**config.mk**
```make
export PLATFORM = sky130hd
export DESIGN_NAME = logic_shift_branch_exec
export DESIGN_NICKNAME = d
export VERILOG_FILES = /design/src/rtl/file_ram.v /design/src/rtl/logic_shift_branch_exec.v
export VERILOG_INCLUDE_DIRS = /design/src /design/src/rtl
export SDC_FILE = /design/constraint.sdc
export NUM_CORES = 1
export LEC_CHECK = 0
export ABC_AREA = 1
export BUFFER_PORTS_ARGS = -buffer_cell sky130_fd_sc_hd__buf_2
export CAP_MARGIN = 5
export CORE_MARGIN = 1.5
export CORE_UTILIZATION = 25
export CTS_BUF_LIST = sky130_fd_sc_hd__clkbuf_2
export DETAILED_ROUTE_END_ITERATION = 10
export HOLD_SLACK_MARGIN = 0.02
export PLACE_DENSITY = 0.36
export SKIP_CTS_REPAIR_TIMING = 1
export SYNTH_ARGS = -nofsm -noshare
export SYNTH_HDL_FRONTEND = slang
export SYNTH_SLANG_ARGS = --single-unit
export TNS_END_PERCENT = 5
```
**constraint.sdc**
```tcl
create_clock -name i_clk -period 8.51 [get_ports i_clk]
set_input_delay 0.4255 -clock i_clk [delete_from_list [all_inputs] [get_ports i_clk]]
set_output_delay 0.4255 -clock i_clk [all_outputs]
set_load 0.05 [all_outputs]
```
**src/rtl/lsb_exec_map.vh**
```
// Opcode codes, field positions, reset values and timing for the execution block
`ifndef LSB_EXEC_MAP_VH
`define LSB_EXEC_MAP_VH
`define OP_W                 3
`define OP_AND_LITERAL       3'h0
`define OP_AND_FILE          3'h1
`define OP_ASR               3'h2
`define OP_BIT_CLEAR         3'h3
`define OP_BIT_SET           3'h4
`define OP_BRANCH_LITERAL    3'h5
`define OP_BRANCH_ACCUM      3'h6
`define OP_SKIP_IF_CLEAR     3'h7
`define DEST_ACCUM           1'h0
`define DEST_FILE            1'h1
`define MSB_POS              7
`define PC_W                 15
`define PC_RESET             15'h0000
`define ACCUM_RESET          8'h00
`define FILE_RESET           8'h00
`define CLK_PERIOD_NS        100
`define CYCLE_NS             100
`define CYCLE_CLKS           ((`CYCLE_NS + `CLK_PERIOD_NS - 1) / `CLK_PERIOD_NS)
`endif

```
**src/rtl/file_ram.v**
```verilog
// File register memory, 128 x 8, with registered read data
`timescale 1ns/1ps
module file_ram #(
    parameter AW = 7,
    parameter DW = 8
) (
    input  wire          i_clk,
    input  wire [AW-1:0] i_raddr,
    output reg  [DW-1:0] o_rdata,
    input  wire          i_we,
    input  wire [AW-1:0] i_waddr,
    input  wire [DW-1:0] i_wdata
);
    reg [DW-1:0] mem [0:(1<<AW)-1];
    // Write-first so a read issued beside a write sees new data
    always @(posedge i_clk) begin
        if (i_we) begin
            mem[i_waddr] <= i_wdata;
        end
        if (i_we && (i_waddr == i_raddr)) begin
            o_rdata <= i_wdata;
        end else begin
            o_rdata <= mem[i_raddr];
        end
    end
endmodule

```
**src/rtl/logic_shift_branch_exec.v**
```verilog
// Execution unit for logic, shift, bit and relative branch operations
`timescale 1ns/1ps
`include "lsb_exec_map.vh"
module logic_shift_branch_exec #(
    parameter AW = 7
) (
    input  wire                i_clk,
    input  wire                i_rstn,
    input  wire                i_start,
    input  wire [`OP_W-1:0]    i_op,
    input  wire [7:0]          i_literal,
    input  wire [8:0]          i_offset,
    input  wire [AW-1:0]       i_faddr,
    input  wire                i_dest,
    input  wire [2:0]          i_bit,
    output reg                 o_busy,
    output reg                 o_done,
    output reg                 o_skip,
    output reg  [7:0]          o_accum,
    output reg                 o_carry,
    output reg                 o_zero,
    output reg  [`PC_W-1:0]    o_pc
);
    // One-hot sequencer states
    localparam [3:0] ST_IDLE = 4'h1;
    localparam [3:0] ST_READ = 4'h2;
    localparam [3:0] ST_EXEC = 4'h4;
    localparam [3:0] ST_NOP  = 4'h8;

    reg  [3:0]       state_ff;
    reg  [3:0]       nxt_state;
    reg  [`OP_W-1:0] op_ff;
    reg  [7:0]       lit_ff;
    reg  [8:0]       off_ff;
    reg  [AW-1:0]    addr_ff;
    reg              dest_ff;
    reg  [2:0]       bit_ff;
    wire [7:0]       fdata;
    reg              we;
    reg  [7:0]       wdata;
    reg  [7:0]       nxt_accum;
    reg              nxt_carry;
    reg              nxt_zero;
    reg  [`PC_W-1:0] nxt_pc;
    reg              nxt_skip;
    reg              nxt_busy;
    reg              nxt_done;
    reg  [7:0]       bit_mask;
    reg  [7:0]       and_res;
    reg  [7:0]       asr_res;
    wire [`PC_W-1:0] pc_next_instr;
    wire [`PC_W-1:0] off_ext;

    // PC still points at this instruction when the branch resolves; targets start from o_pc + 1
    assign pc_next_instr = o_pc + {{(`PC_W-1){1'b0}}, 1'b1};
    assign off_ext       = {{(`PC_W-9){off_ff[8]}}, off_ff};

    file_ram #(.AW(AW), .DW(8)) u_ram (
        .i_clk   (i_clk),
        .i_raddr (addr_ff),
        .o_rdata (fdata),
        .i_we    (we),
        .i_waddr (addr_ff),
        .i_wdata (wdata)
    );

    // Datapath and sequencing; the read state only fills the RAM pipeline
    always @* begin
        nxt_state = state_ff;
        nxt_accum = o_accum;
        nxt_carry = o_carry;
        nxt_zero  = o_zero;
        nxt_pc    = o_pc;
        nxt_skip  = 1'b0;
        nxt_busy  = o_busy;
        nxt_done  = 1'b0;
        we        = 1'b0;
        wdata     = fdata;
        bit_mask  = 8'h01 << bit_ff;
        and_res   = o_accum & fdata;
        asr_res   = {fdata[`MSB_POS], fdata[`MSB_POS:1]};
        case (state_ff)
            ST_IDLE: begin
                if (i_start) begin
                    nxt_state = ST_READ;
                    nxt_busy  = 1'b1;
                end
            end
            ST_READ: begin
                nxt_state = ST_EXEC;
            end
            ST_EXEC: begin
                nxt_state = ST_IDLE;
                nxt_busy  = 1'b0;
                nxt_done  = 1'b1;
                nxt_pc    = pc_next_instr;
                case (op_ff)
                    `OP_AND_LITERAL: begin
                        nxt_accum = o_accum & lit_ff;
                        nxt_zero  = ((o_accum & lit_ff) == 8'h00);
                    end
                    `OP_AND_FILE: begin
                        nxt_zero = (and_res == 8'h00);
                        if (dest_ff == `DEST_FILE) begin
                            we    = 1'b1;
                            wdata = and_res;
                        end else begin
                            nxt_accum = and_res;
                        end
                    end
                    `OP_ASR: begin
                        nxt_carry = fdata[0];
                        nxt_zero  = (asr_res == 8'h00);
                        if (dest_ff == `DEST_FILE) begin
                            we    = 1'b1;
                            wdata = asr_res;
                        end else begin
                            nxt_accum = asr_res;
                        end
                    end
                    `OP_BIT_CLEAR: begin
                        we    = 1'b1;
                        wdata = fdata & ~bit_mask;
                    end
                    `OP_BIT_SET: begin
                        we    = 1'b1;
                        wdata = fdata | bit_mask;
                    end
                    `OP_BRANCH_LITERAL: begin
                        nxt_pc    = pc_next_instr + off_ext;
                        nxt_state = ST_NOP;
                        nxt_busy  = 1'b1;
                        nxt_done  = 1'b0;
                    end
                    `OP_BRANCH_ACCUM: begin
                        nxt_pc    = pc_next_instr + {{(`PC_W-8){1'b0}}, o_accum};
                        nxt_state = ST_NOP;
                        nxt_busy  = 1'b1;
                        nxt_done  = 1'b0;
                    end
                    `OP_SKIP_IF_CLEAR: begin
                        if ((fdata & bit_mask) == 8'h00) begin
                            nxt_pc    = pc_next_instr + {{(`PC_W-1){1'b0}}, 1'b1};
                            nxt_skip  = 1'b1;
                            nxt_state = ST_NOP;
                            nxt_busy  = 1'b1;
                            nxt_done  = 1'b0;
                        end
                    end
                    default: begin
                        nxt_state = ST_IDLE;
                    end
                endcase
            end
            ST_NOP: begin
                // Second cycle only retires, holding o_skip
                nxt_state = ST_IDLE;
                nxt_busy  = 1'b0;
                nxt_done  = 1'b1;
                nxt_skip  = o_skip;
            end
            default: begin
                nxt_state = ST_IDLE;
                nxt_busy  = 1'b0;
            end
        endcase
    end

    // Operand capture at start so inputs may change while busy
    always @(posedge i_clk or negedge i_rstn) begin
        if (!i_rstn) begin
            op_ff   <= `OP_AND_LITERAL;
            lit_ff  <= 8'h00;
            off_ff  <= 9'h000;
            addr_ff <= {AW{1'b0}};
            dest_ff <= `DEST_ACCUM;
            bit_ff  <= 3'h0;
        end else if ((state_ff == ST_IDLE) && i_start) begin
            op_ff   <= i_op;
            lit_ff  <= i_literal;
            off_ff  <= i_offset;
            addr_ff <= i_faddr;
            dest_ff <= i_dest;
            bit_ff  <= i_bit;
        end
    end

    // Architectural state and outputs
    always @(posedge i_clk or negedge i_rstn) begin
        if (!i_rstn) begin
            state_ff <= ST_IDLE;
            o_accum  <= `ACCUM_RESET;
            o_carry  <= 1'b0;
            o_zero   <= 1'b0;
            o_pc     <= `PC_RESET;
            o_skip   <= 1'b0;
            o_busy   <= 1'b0;
            o_done   <= 1'b0;
        end else begin
            state_ff <= nxt_state;
            o_accum  <= nxt_accum;
            o_carry  <= nxt_carry;
            o_zero   <= nxt_zero;
            o_pc     <= nxt_pc;
            o_skip   <= nxt_skip;
            o_busy   <= nxt_busy;
            o_done   <= nxt_done;
        end
    end
endmodule

```
# Word level (Yosys, flattened, before mapping)

Memory sizes are Yosys's and may differ from the RTL's. A register that Yosys moved wholly into a read port is not among the register bits.
Index checks and enable logic that the tools add are counted.

Flip-flop bits (word level): 63
Logic and storage cells: 83
Memories: 1
Output and inout bits: 28
RAM bits: 1,024

Memories:

| memory    | words | width | rd ports | clocked after Yosys merged registers in | wr ports | line          | source |
|---|---|---|---|---|---|---|---|
| u_ram.mem | 128   | 8     | 1        | 1                                       | 1        | file_ram.v:14 | `reg [DW-1:0] mem [0:(1<<AW)-1];` |

Muxes and demuxes: 28
$add $sub $neg: 4
Reductions and logical operators: 14
Eq/ne operators: 14
Bitwise gates (word level): 7
Shifts and indexed selects: 1

Operator list:

| operator                | count |
|---|---|
| $pmux W15 S3            | 1 |
| $and A8 B8 Y8           | 4 |
| $logic_not A8 Y1        | 4 |
| $mux W8                 | 4 |
| $pmux W8 S4             | 1 |
| $add A15 B1 Y15 const B | 2 |
| $pmux W8 S3             | 1 |
| $add A15 B15 Y15        | 1 |
| $add A15 B8 Y15         | 1 |
| $mux W15                | 1 |
| $eq A3 B3 Y1 const B    | 4 |
| $pmux W4 S3             | 1 |
| $pmux W1 S2             | 5 |
| $mux W1                 | 8 |
| $mux W4                 | 2 |
| $not A8 Y8              | 1 |
| $or A8 B8 Y8            | 1 |
| $pmux W4 S2             | 1 |
| $shl A1 B3 Y8 const A   | 1 |
| $mux W7                 | 1 |
| $eq A3 B2 Y1 const B    | 2 |
| $ne A2 B2 Y1 const B    | 3 |
| $pmux W1 S3             | 2 |
| $reduce_and A2 Y1       | 3 |
| other kinds (11)        | 13 |

# Depth between registers and ports, before layout

Gate-level depths: netlist (run 1).

Depth after elaboration: 6
Depth in mapped cells: 22

# Modules after synthesis

From an unflattened synthesis (run 1), not the netlist that was laid out.

Cells, all modules: 4,348
Area total of the unflattened synthesis: 47,175.2 um^2

By module, submodules not included:

| module                  | cells an instance | sequential area each (um^2) | times used | area an instance (um^2) |
|---|---|---|---|---|
| file_ram                | 3,574             | 30,889.6                    | 1          | 42,084.1 |
| logic_shift_branch_exec | 774               | 1,577.8                     | 1          | 5,091.1 |

# Worst setup path before layout (run 1)

OpenSTA, ideal clock, no wires.

Path kind: flip-flop to flip-flop
Start point: reg (tool-made name)
End point: mem u_ram.mem[0][1] (data pin)
Required time: 7.313 ns
Stages on the path, launching flop included: 15
Setup slack: 0.765 ns
Setup time: 1.197 ns
Arrival time: 6.548 ns
Path through: dfxtp_1 > buf_4 > buf_2 > buf_2 > nand2_1 > nand3_1 > nand3_1 > nand3_1 > nand3_1 > nand2_1 > nand2_1 > nand3_1 > and2_1 > inv_1 > o21ai_0

RTL lines:

| item      | line |
|---|---|
| to (decl) | file_ram.v:14 |

==> results.cfg, run 1 <==
[global_route]
grt_overflow_total = 0
grt_pass1_wl_um = 230000
grt_use_total = 0.162
grt_pass1_vias = 32600
grt.busiest_layer = met2
grt_use_met3 = 0.0344
grt_antenna_before_repair = 3
use_met2 = 0.254
use_met1 = 0.223
grt_max_degree = 163

[routing]
routed_via_density = 4.57
wl_per_cell_um = 21.8
drt.antenna.violating_nets = 0
first_pass_iters = 7
drt_wl_total_um = 157000
dr_total_vias = 33000
drt_iter0_drc = 2289
drcViolationCount = 0

[hold_path]
hold_start = i_start
hp-class = in2reg

[synth]
synth_top_family_by_area = simple AND/OR/NAND/NOR gates
synth_area_leaders = edfxtp_1, nand3_1, nand2_1
synthXorXnorAreaFrac = 0.00375
yosysWarnings = 0
synthMuxAreaShare = 0.00434
synthesis.area_um2 = 46700
yosys.area_share.simple = 0.239
synthAdderAreaFrac = 0.00471
syn-instance-count = 4223
avgSynthCellArea_um2 = 11.1
synth_compound_gate_area_share = 0.0157
netlist-cell-type-count = 54
yosys_most_used_dff = edfxtp_1
synth_nets = 4274
synth-edff-count = 1024
yosysSeqAreaShare = 0.695
yosys_register_bits = 1094
synth_top_area_frac = 0.658
async_flop_share = 0.0576
yosys.area.top_type = edfxtp_1

[worst_setup_path]
required_ns = 9.75
cp.arrival_ns = 6.83
start_kind = flop
endpoint_kind = flop
cp_max_fo = 77
path_class = reg2reg

[place]
port_buffers = 61
place_area_um2 = 49400
dpl_worst_slack_ns = 2.95
gp_congestion = 0.813
dp_hpwl_um = 86700

[floorplan]
num_rows = 158
chipWidth_um = 435
coreArea_um2 = 186000
die_h_um = 435
start_util = 0.252
dieArea_um2 = 190000
io_pins = 62

[sta]
whs_ns = 0.184
skew_ns = 0.205
tightest_slew_ns = 1.19
fin_setup_tns_ns = 0
slew_violations = 0
setup_violations = 0
max_slew_margin = 0.201
rsz0062_at_grt = no
fmax_ghz = 0.179
min_period_ns = 5.59
setup_ws_ns = 2.92
fin_crit_sh = 0.657
hold_violations = 0

[cts]
cts.sinks = 1094
insertion_delay_ns = 1.74
clkTransAtPathRegs_ns = 0.13
cts_tree = done
htree_levels = 5
clock-root-buffer = clkbuf_2
cts_buffers = 322
cts_buffer_depth = 4

[final_layout]
final_nets = 4574
layout-drive-gt1-share = 0.138
area_delta_synth_final_pct = 13.9
final_common_cell = nand2_1
stdcell_area_um2 = 53200
layout_common_cells = nand2_1, nand3_1, edfxtp_1
n_fill_cell = 19500

[outcome]
outcome = completed

[pwr]
power_density_nw_per_um2 = 407
leakage_nw = 19.5
ir_worst_vdd_mv = 0.559

[run]
drv_cap = 0
[final timing paths]
path | cells past startpoint | slack [ns] | endpoint
setup / recovery | 17 | 2.92 | u_ram.mem[20][3]
hold / removal | 6 | 0.18 | state_ff[0]
setup reg to reg | 17 | 2.92 | u_ram.mem[20][3]
hold reg to reg | 0 | 0.40 | flop
max in group asynchronous | 6 | 7.72 | addr_ff[3]
min in group asynchronous | 6 | 0.45 | o_accum[3]
[synth_stat cells (all sizes together), types with 2 or more instances]
cell and number:
clkbuf 46, o221ai 2, a21oi 32, o31ai 2, mux2 18, nor2 190, and2 5, xor2 19
o21bai 3, or2 5, nand4 10, a31oi 4, inv 109, nor3 18, a22o 2, a32oi 3
clkinv 2, a21boi 2, ha 16, a211oi 2, nand2 1323, o211ai 8, nand3b 6, edfxtp 1024
buf 198, nand3 1031, o21ai 60, dfrtp 62, nor4 4, dfxtp 7
[sequential cells by signal (all words and copies together) (netlist names), 3 cells and up, named ones only]
register / count
lit_ff: 8
o_pc: 15
bit_ff: 3
state_ff: 4
u_ram.mem: 1024
addr_ff: 7
off_ff: 9
op_ff: 3
o_accum: 8
[critical path: stages (launching register included)]
cell	delay, ns
dfxtp_4	0.82
inv_8	0.32
buf_12	0.41
nand3_1	0.17
nand3_1	0.15
nand3_1	0.19
nand2_1	0.19
nand2_1	0.13
nand3_1	0.10
nand3_1	0.16
and2_1	0.35
inv_1	0.11
nor2_1	0.14
nand2_1	0.08
nand2_1	0.07
nand2_1	0.08
nand2_4	0.54
buf_4	0.71
[layout make-up]
cell class,count,area (um2),share of cell area
multi-input combinational,2774,12600,0.237
antenna,11,27.5,0.000517
clock inverter,54,264,0.00496
sequential,1094,32500,0.610
timing repair buffer,220,1920,0.0361
clock buffer,473,2370,0.0445
tap,2480,3100,0.0583
inverter,111,463,0.00870
[routing by layer]
layer	share of wire	wire [um]
met5	0	0
met4	0.024	3760
met3	0.049	7640
met2	0.46	72400
met1	0.47	73400
[cell families (layout without fill, tap and decap cells)]
family,Yosys count,after routing
compound gates,127,127
flops,1094,1094
buf+inv,355,858
fa+ha+maj,17,17
other cells,0,11
xor+xnor,20,20
mux,18,18
simple gates,2592,2592
[through the flow]
stage | total power (W) | instances | utilization
global placement | 0.0181 | 6566 | 0.266
global route | 0.0231 | 7213 | 0.287
CTS | 0.0220 | 7093 | 0.280
floorplan | 0.0142 | 4223 | -
finish | 0.0217 | 7217 | 0.287
detailed placement | 0.0180 | 6566 | 0.266
[power by group]
group	internal, W	switching [W]
registers	0.00827	0.000310
clock network	0.00151	0.00234
logic	0.00193	0.00729
Power figures use the tool's default switching activity.
==> run 2, diff against run 1 <==
- ABC_AREA: 1 -> 0
- PLACE_DENSITY: 0.36 -> 0.37
- clock period: 8.51 -> 5.1 ns (I/O delays scaled with it)
==> run 2 against run 1 <==
  * Hold slack better by 0.046 ns
  * Combinational power up 67%
  * First-iteration DRC count is 3.2% higher
  * Critical path type unchanged
  * Critical endpoint is now o_pc[4]
==> results.cfg, run 2 <==
[sta]
fin_crit_sh = 0.933
fmax_ghz = 0.210
max_slew_margin = 0.156
rsz0062_at_grt = no
slew_violations = 0
hold_violations = 0
setup_ws_ns = 0.340
min_period_ns = 4.76
setup_violations = 0
tightest_slew_ns = 1.26
skew_ns = 0.187

[synth]
async_flop_share = 0.0576
yosysSeqAreaShare = 0.718
yosysWarnings = 0
netlist-cell-type-count = 78
synth_most_common_cell = edfxtp_1
synth_top_area_frac = 0.680
yosys_register_bits = 1094
yosys.area.top_type = edfxtp_1
synth_area_leaders = edfxtp_1, mux4_2, mux2i_1
syn-instance-count = 2682
synthesis.area_um2 = 45200
synth-edff-count = 1024
synth_nets = 2733
avgSynthCellArea_um2 = 16.9
yosys_most_used_dff = edfxtp_1
synth_common_cells = edfxtp_1, nor2_1, nand2_1

[worst_setup_path]
start_kind = flop
path_cells = buf_4, mux4_2, a22o_1, a221oi_1, o22ai_1, nor3_1, o221ai_1, a211oi_2, and2_1, buf_4, mux2i_1, o211ai_1
worst_path_max_delay_cell = dfxtp_4
path_class = reg2reg
critPathMaxStageDelay_ns = 0.72
cp.arrival_ns = 6.21
cp_common_cell = buf_4
required_ns = 6.55
cp_max_fo = 16
endpoint_kind = flop

[outcome]
outcome = completed

[final_layout]
stdcell_area_um2 = 53600
layout-drive-gt1-share = 0.281
layout_common_cells = edfxtp_1, clkbuf_2, nor2_1
regMostFlops = u_ram.mem
finalNonFillerCells = 5833
largest_reg_flops = 1024
reg_top3 = u_ram.mem: 1024 flops, o_pc: 15 flops, off_ff: 9 flops
area_delta_synth_final_pct = 18.5
final_common_cell = edfxtp_1
final_nets = 3313

[global_route]
grt_max_degree = 85
grt_pass1_wl_um = 213000
grt_overflow_total = 0
grt_pass1_vias = 28400
grt_antenna_before_repair = 7
grt_use_total = 0.162

[cts]
clock-root-buffer = clkbuf_2
cts_buffers = 322
cts_buffer_depth = 4
cts_tree = done
insertion_delay_ns = 1.66
cts.sinks = 1094
clkTransAtPathRegs_ns = 0.09
htree_levels = 5

[hold_path]
hp-class = in2reg

[routing]
routed_via_density = 4.78
wl_per_cell_um = 26.1
first_pass_iters = 6
drt_wl_total_um = 152000
dr_total_vias = 27900
drt.antenna.violating_nets = 0
drt_iter0_drc = 2362
drcViolationCount = 0

[pwr]
power_frac_comb = 0.426
power_switching_w = 0.0151
fin_total_pwr_w = 0.0362
leakage_nw = 18.1
swShare = 0.415
ir_worst_vdd_mv = 0.755
intPower_w = 0.0212
seqPwrFrac = 0.404
clock_power_share = 0.170
power_density_nw_per_um2 = 676

[floorplan]
io_pins = 62
die_h_um = 428
coreArea_um2 = 179000
chipWidth_um = 428
num_rows = 155
dieArea_um2 = 183000
start_util = 0.253

[place]
port_buffers = 61
place_area_um2 = 49700
dp_hpwl_um = 99600
dpl_worst_slack_ns = 0.235
gp_congestion = 0.841
place_inst = 5165

[run]
drv_cap = 0
## run 2: cell count changes in the layout (fill, tap and decap cells not counted), moves of 95 or more
| cell | previous run | this run |
|---|---|---|
| nand3_1 | 1024 | 75 |
| nand2_1 | 1319 | 189 |
| buf_4 | 36 | 187 |
| a22oi_1 | 1 | 96 |
| mux2i_1 | 0 | 174 |
| mux4_2 | 0 | 167 |
## run 2: layer usage
layer | up-vias | track usage | wire length (um)
met5 | - | 0 | 11
met4 | 2 | 0.0485 | 3520
li1 | 12100 | - | -
met3 | 299 | 0.0309 | 7250
met1 | 14500 | 0.209 | 65900
met2 | 940 | 0.274 | 75500
## run 2: path summary, 6_finish.rpt
kind,start,cells after the start,slack [ns],to
setup / recovery,flop,12,0.34,o_pc[4]
hold / removal,i_start,6,0.23,state_ff[0]
setup reg to reg,flop,12,0.34,o_pc[4]
hold reg to reg,addr_ff[0],0,0.43,flop
max in group asynchronous,i_rstn,5,4.44,addr_ff[6]
min in group asynchronous,i_rstn,5,0.29,o_pc[11]
## run 2: power groups by stage
| stage | Sequential [W] | Clock, W | Combinational (W) |
|---|---|---|---|
| global placement | 0.0149 | 0 | 0.0151 |
| detailed placement | 0.0149 | 0 | 0.0153 |
| global route | 0.0147 | 0.00689 | 0.0165 |
| CTS | 0.0147 | 0.00647 | 0.0154 |
| floorplan | 0.0144 | 0 | 0.00741 |
| finish | 0.0146 | 0.00617 | 0.0154 |
## run 2: logic make-up (layout without fill, tap and decap cells)
| family | Yosys count | after routing | synth area share |
|---|---|---|---|
| flip-flops | 1094 | 1094 | 0.718 |
| other | 0 | 9 | 0 |
| AO/OA/AOI/OAI | 374 | 374 | 0.0586 |
| multiplexers | 375 | 375 | 0.130 |
| AND/OR/NAND/NOR | 624 | 624 | 0.0624 |
| buffers and inverters | 166 | 953 | 0.0195 |
| adder cells (fa/ha/maj) | 17 | 17 | 0.00487 |
| XOR/XNOR | 32 | 32 | 0.00650 |
## run 2: final cells by class
type	instances	area [um2]
fill	17900	125000
tap	2355	2950
timing repair buffer	397	3450
multi-input combinational	1422	12000
inverter	25	93.8
clock buffer	449	2250
sequential	1094	32500
antenna	9	22.5
clock inverter	82	349
## run 2: critical path: cells and delay by family (launching register included)
family / cells / cell delay, ns
buffers and inverters: 2 / 0.61
muxes: 2 / 0.75
AOI/OAI and AO/OA: 6 / 1.58
and+or+nand+nor: 2 / 0.93
DFF: 1 / 0.72
## run 2: through the flow
step                hold WS (ns)  setup TNS, ns  utilization
finish                     0.230              0        0.299
global route               0.108              0        0.299
CTS                        -1.47              0        0.292
detailed placement         0.391              0        0.277
global placement           0.417              0        0.277
floorplan                -0.0406        -861.88            -
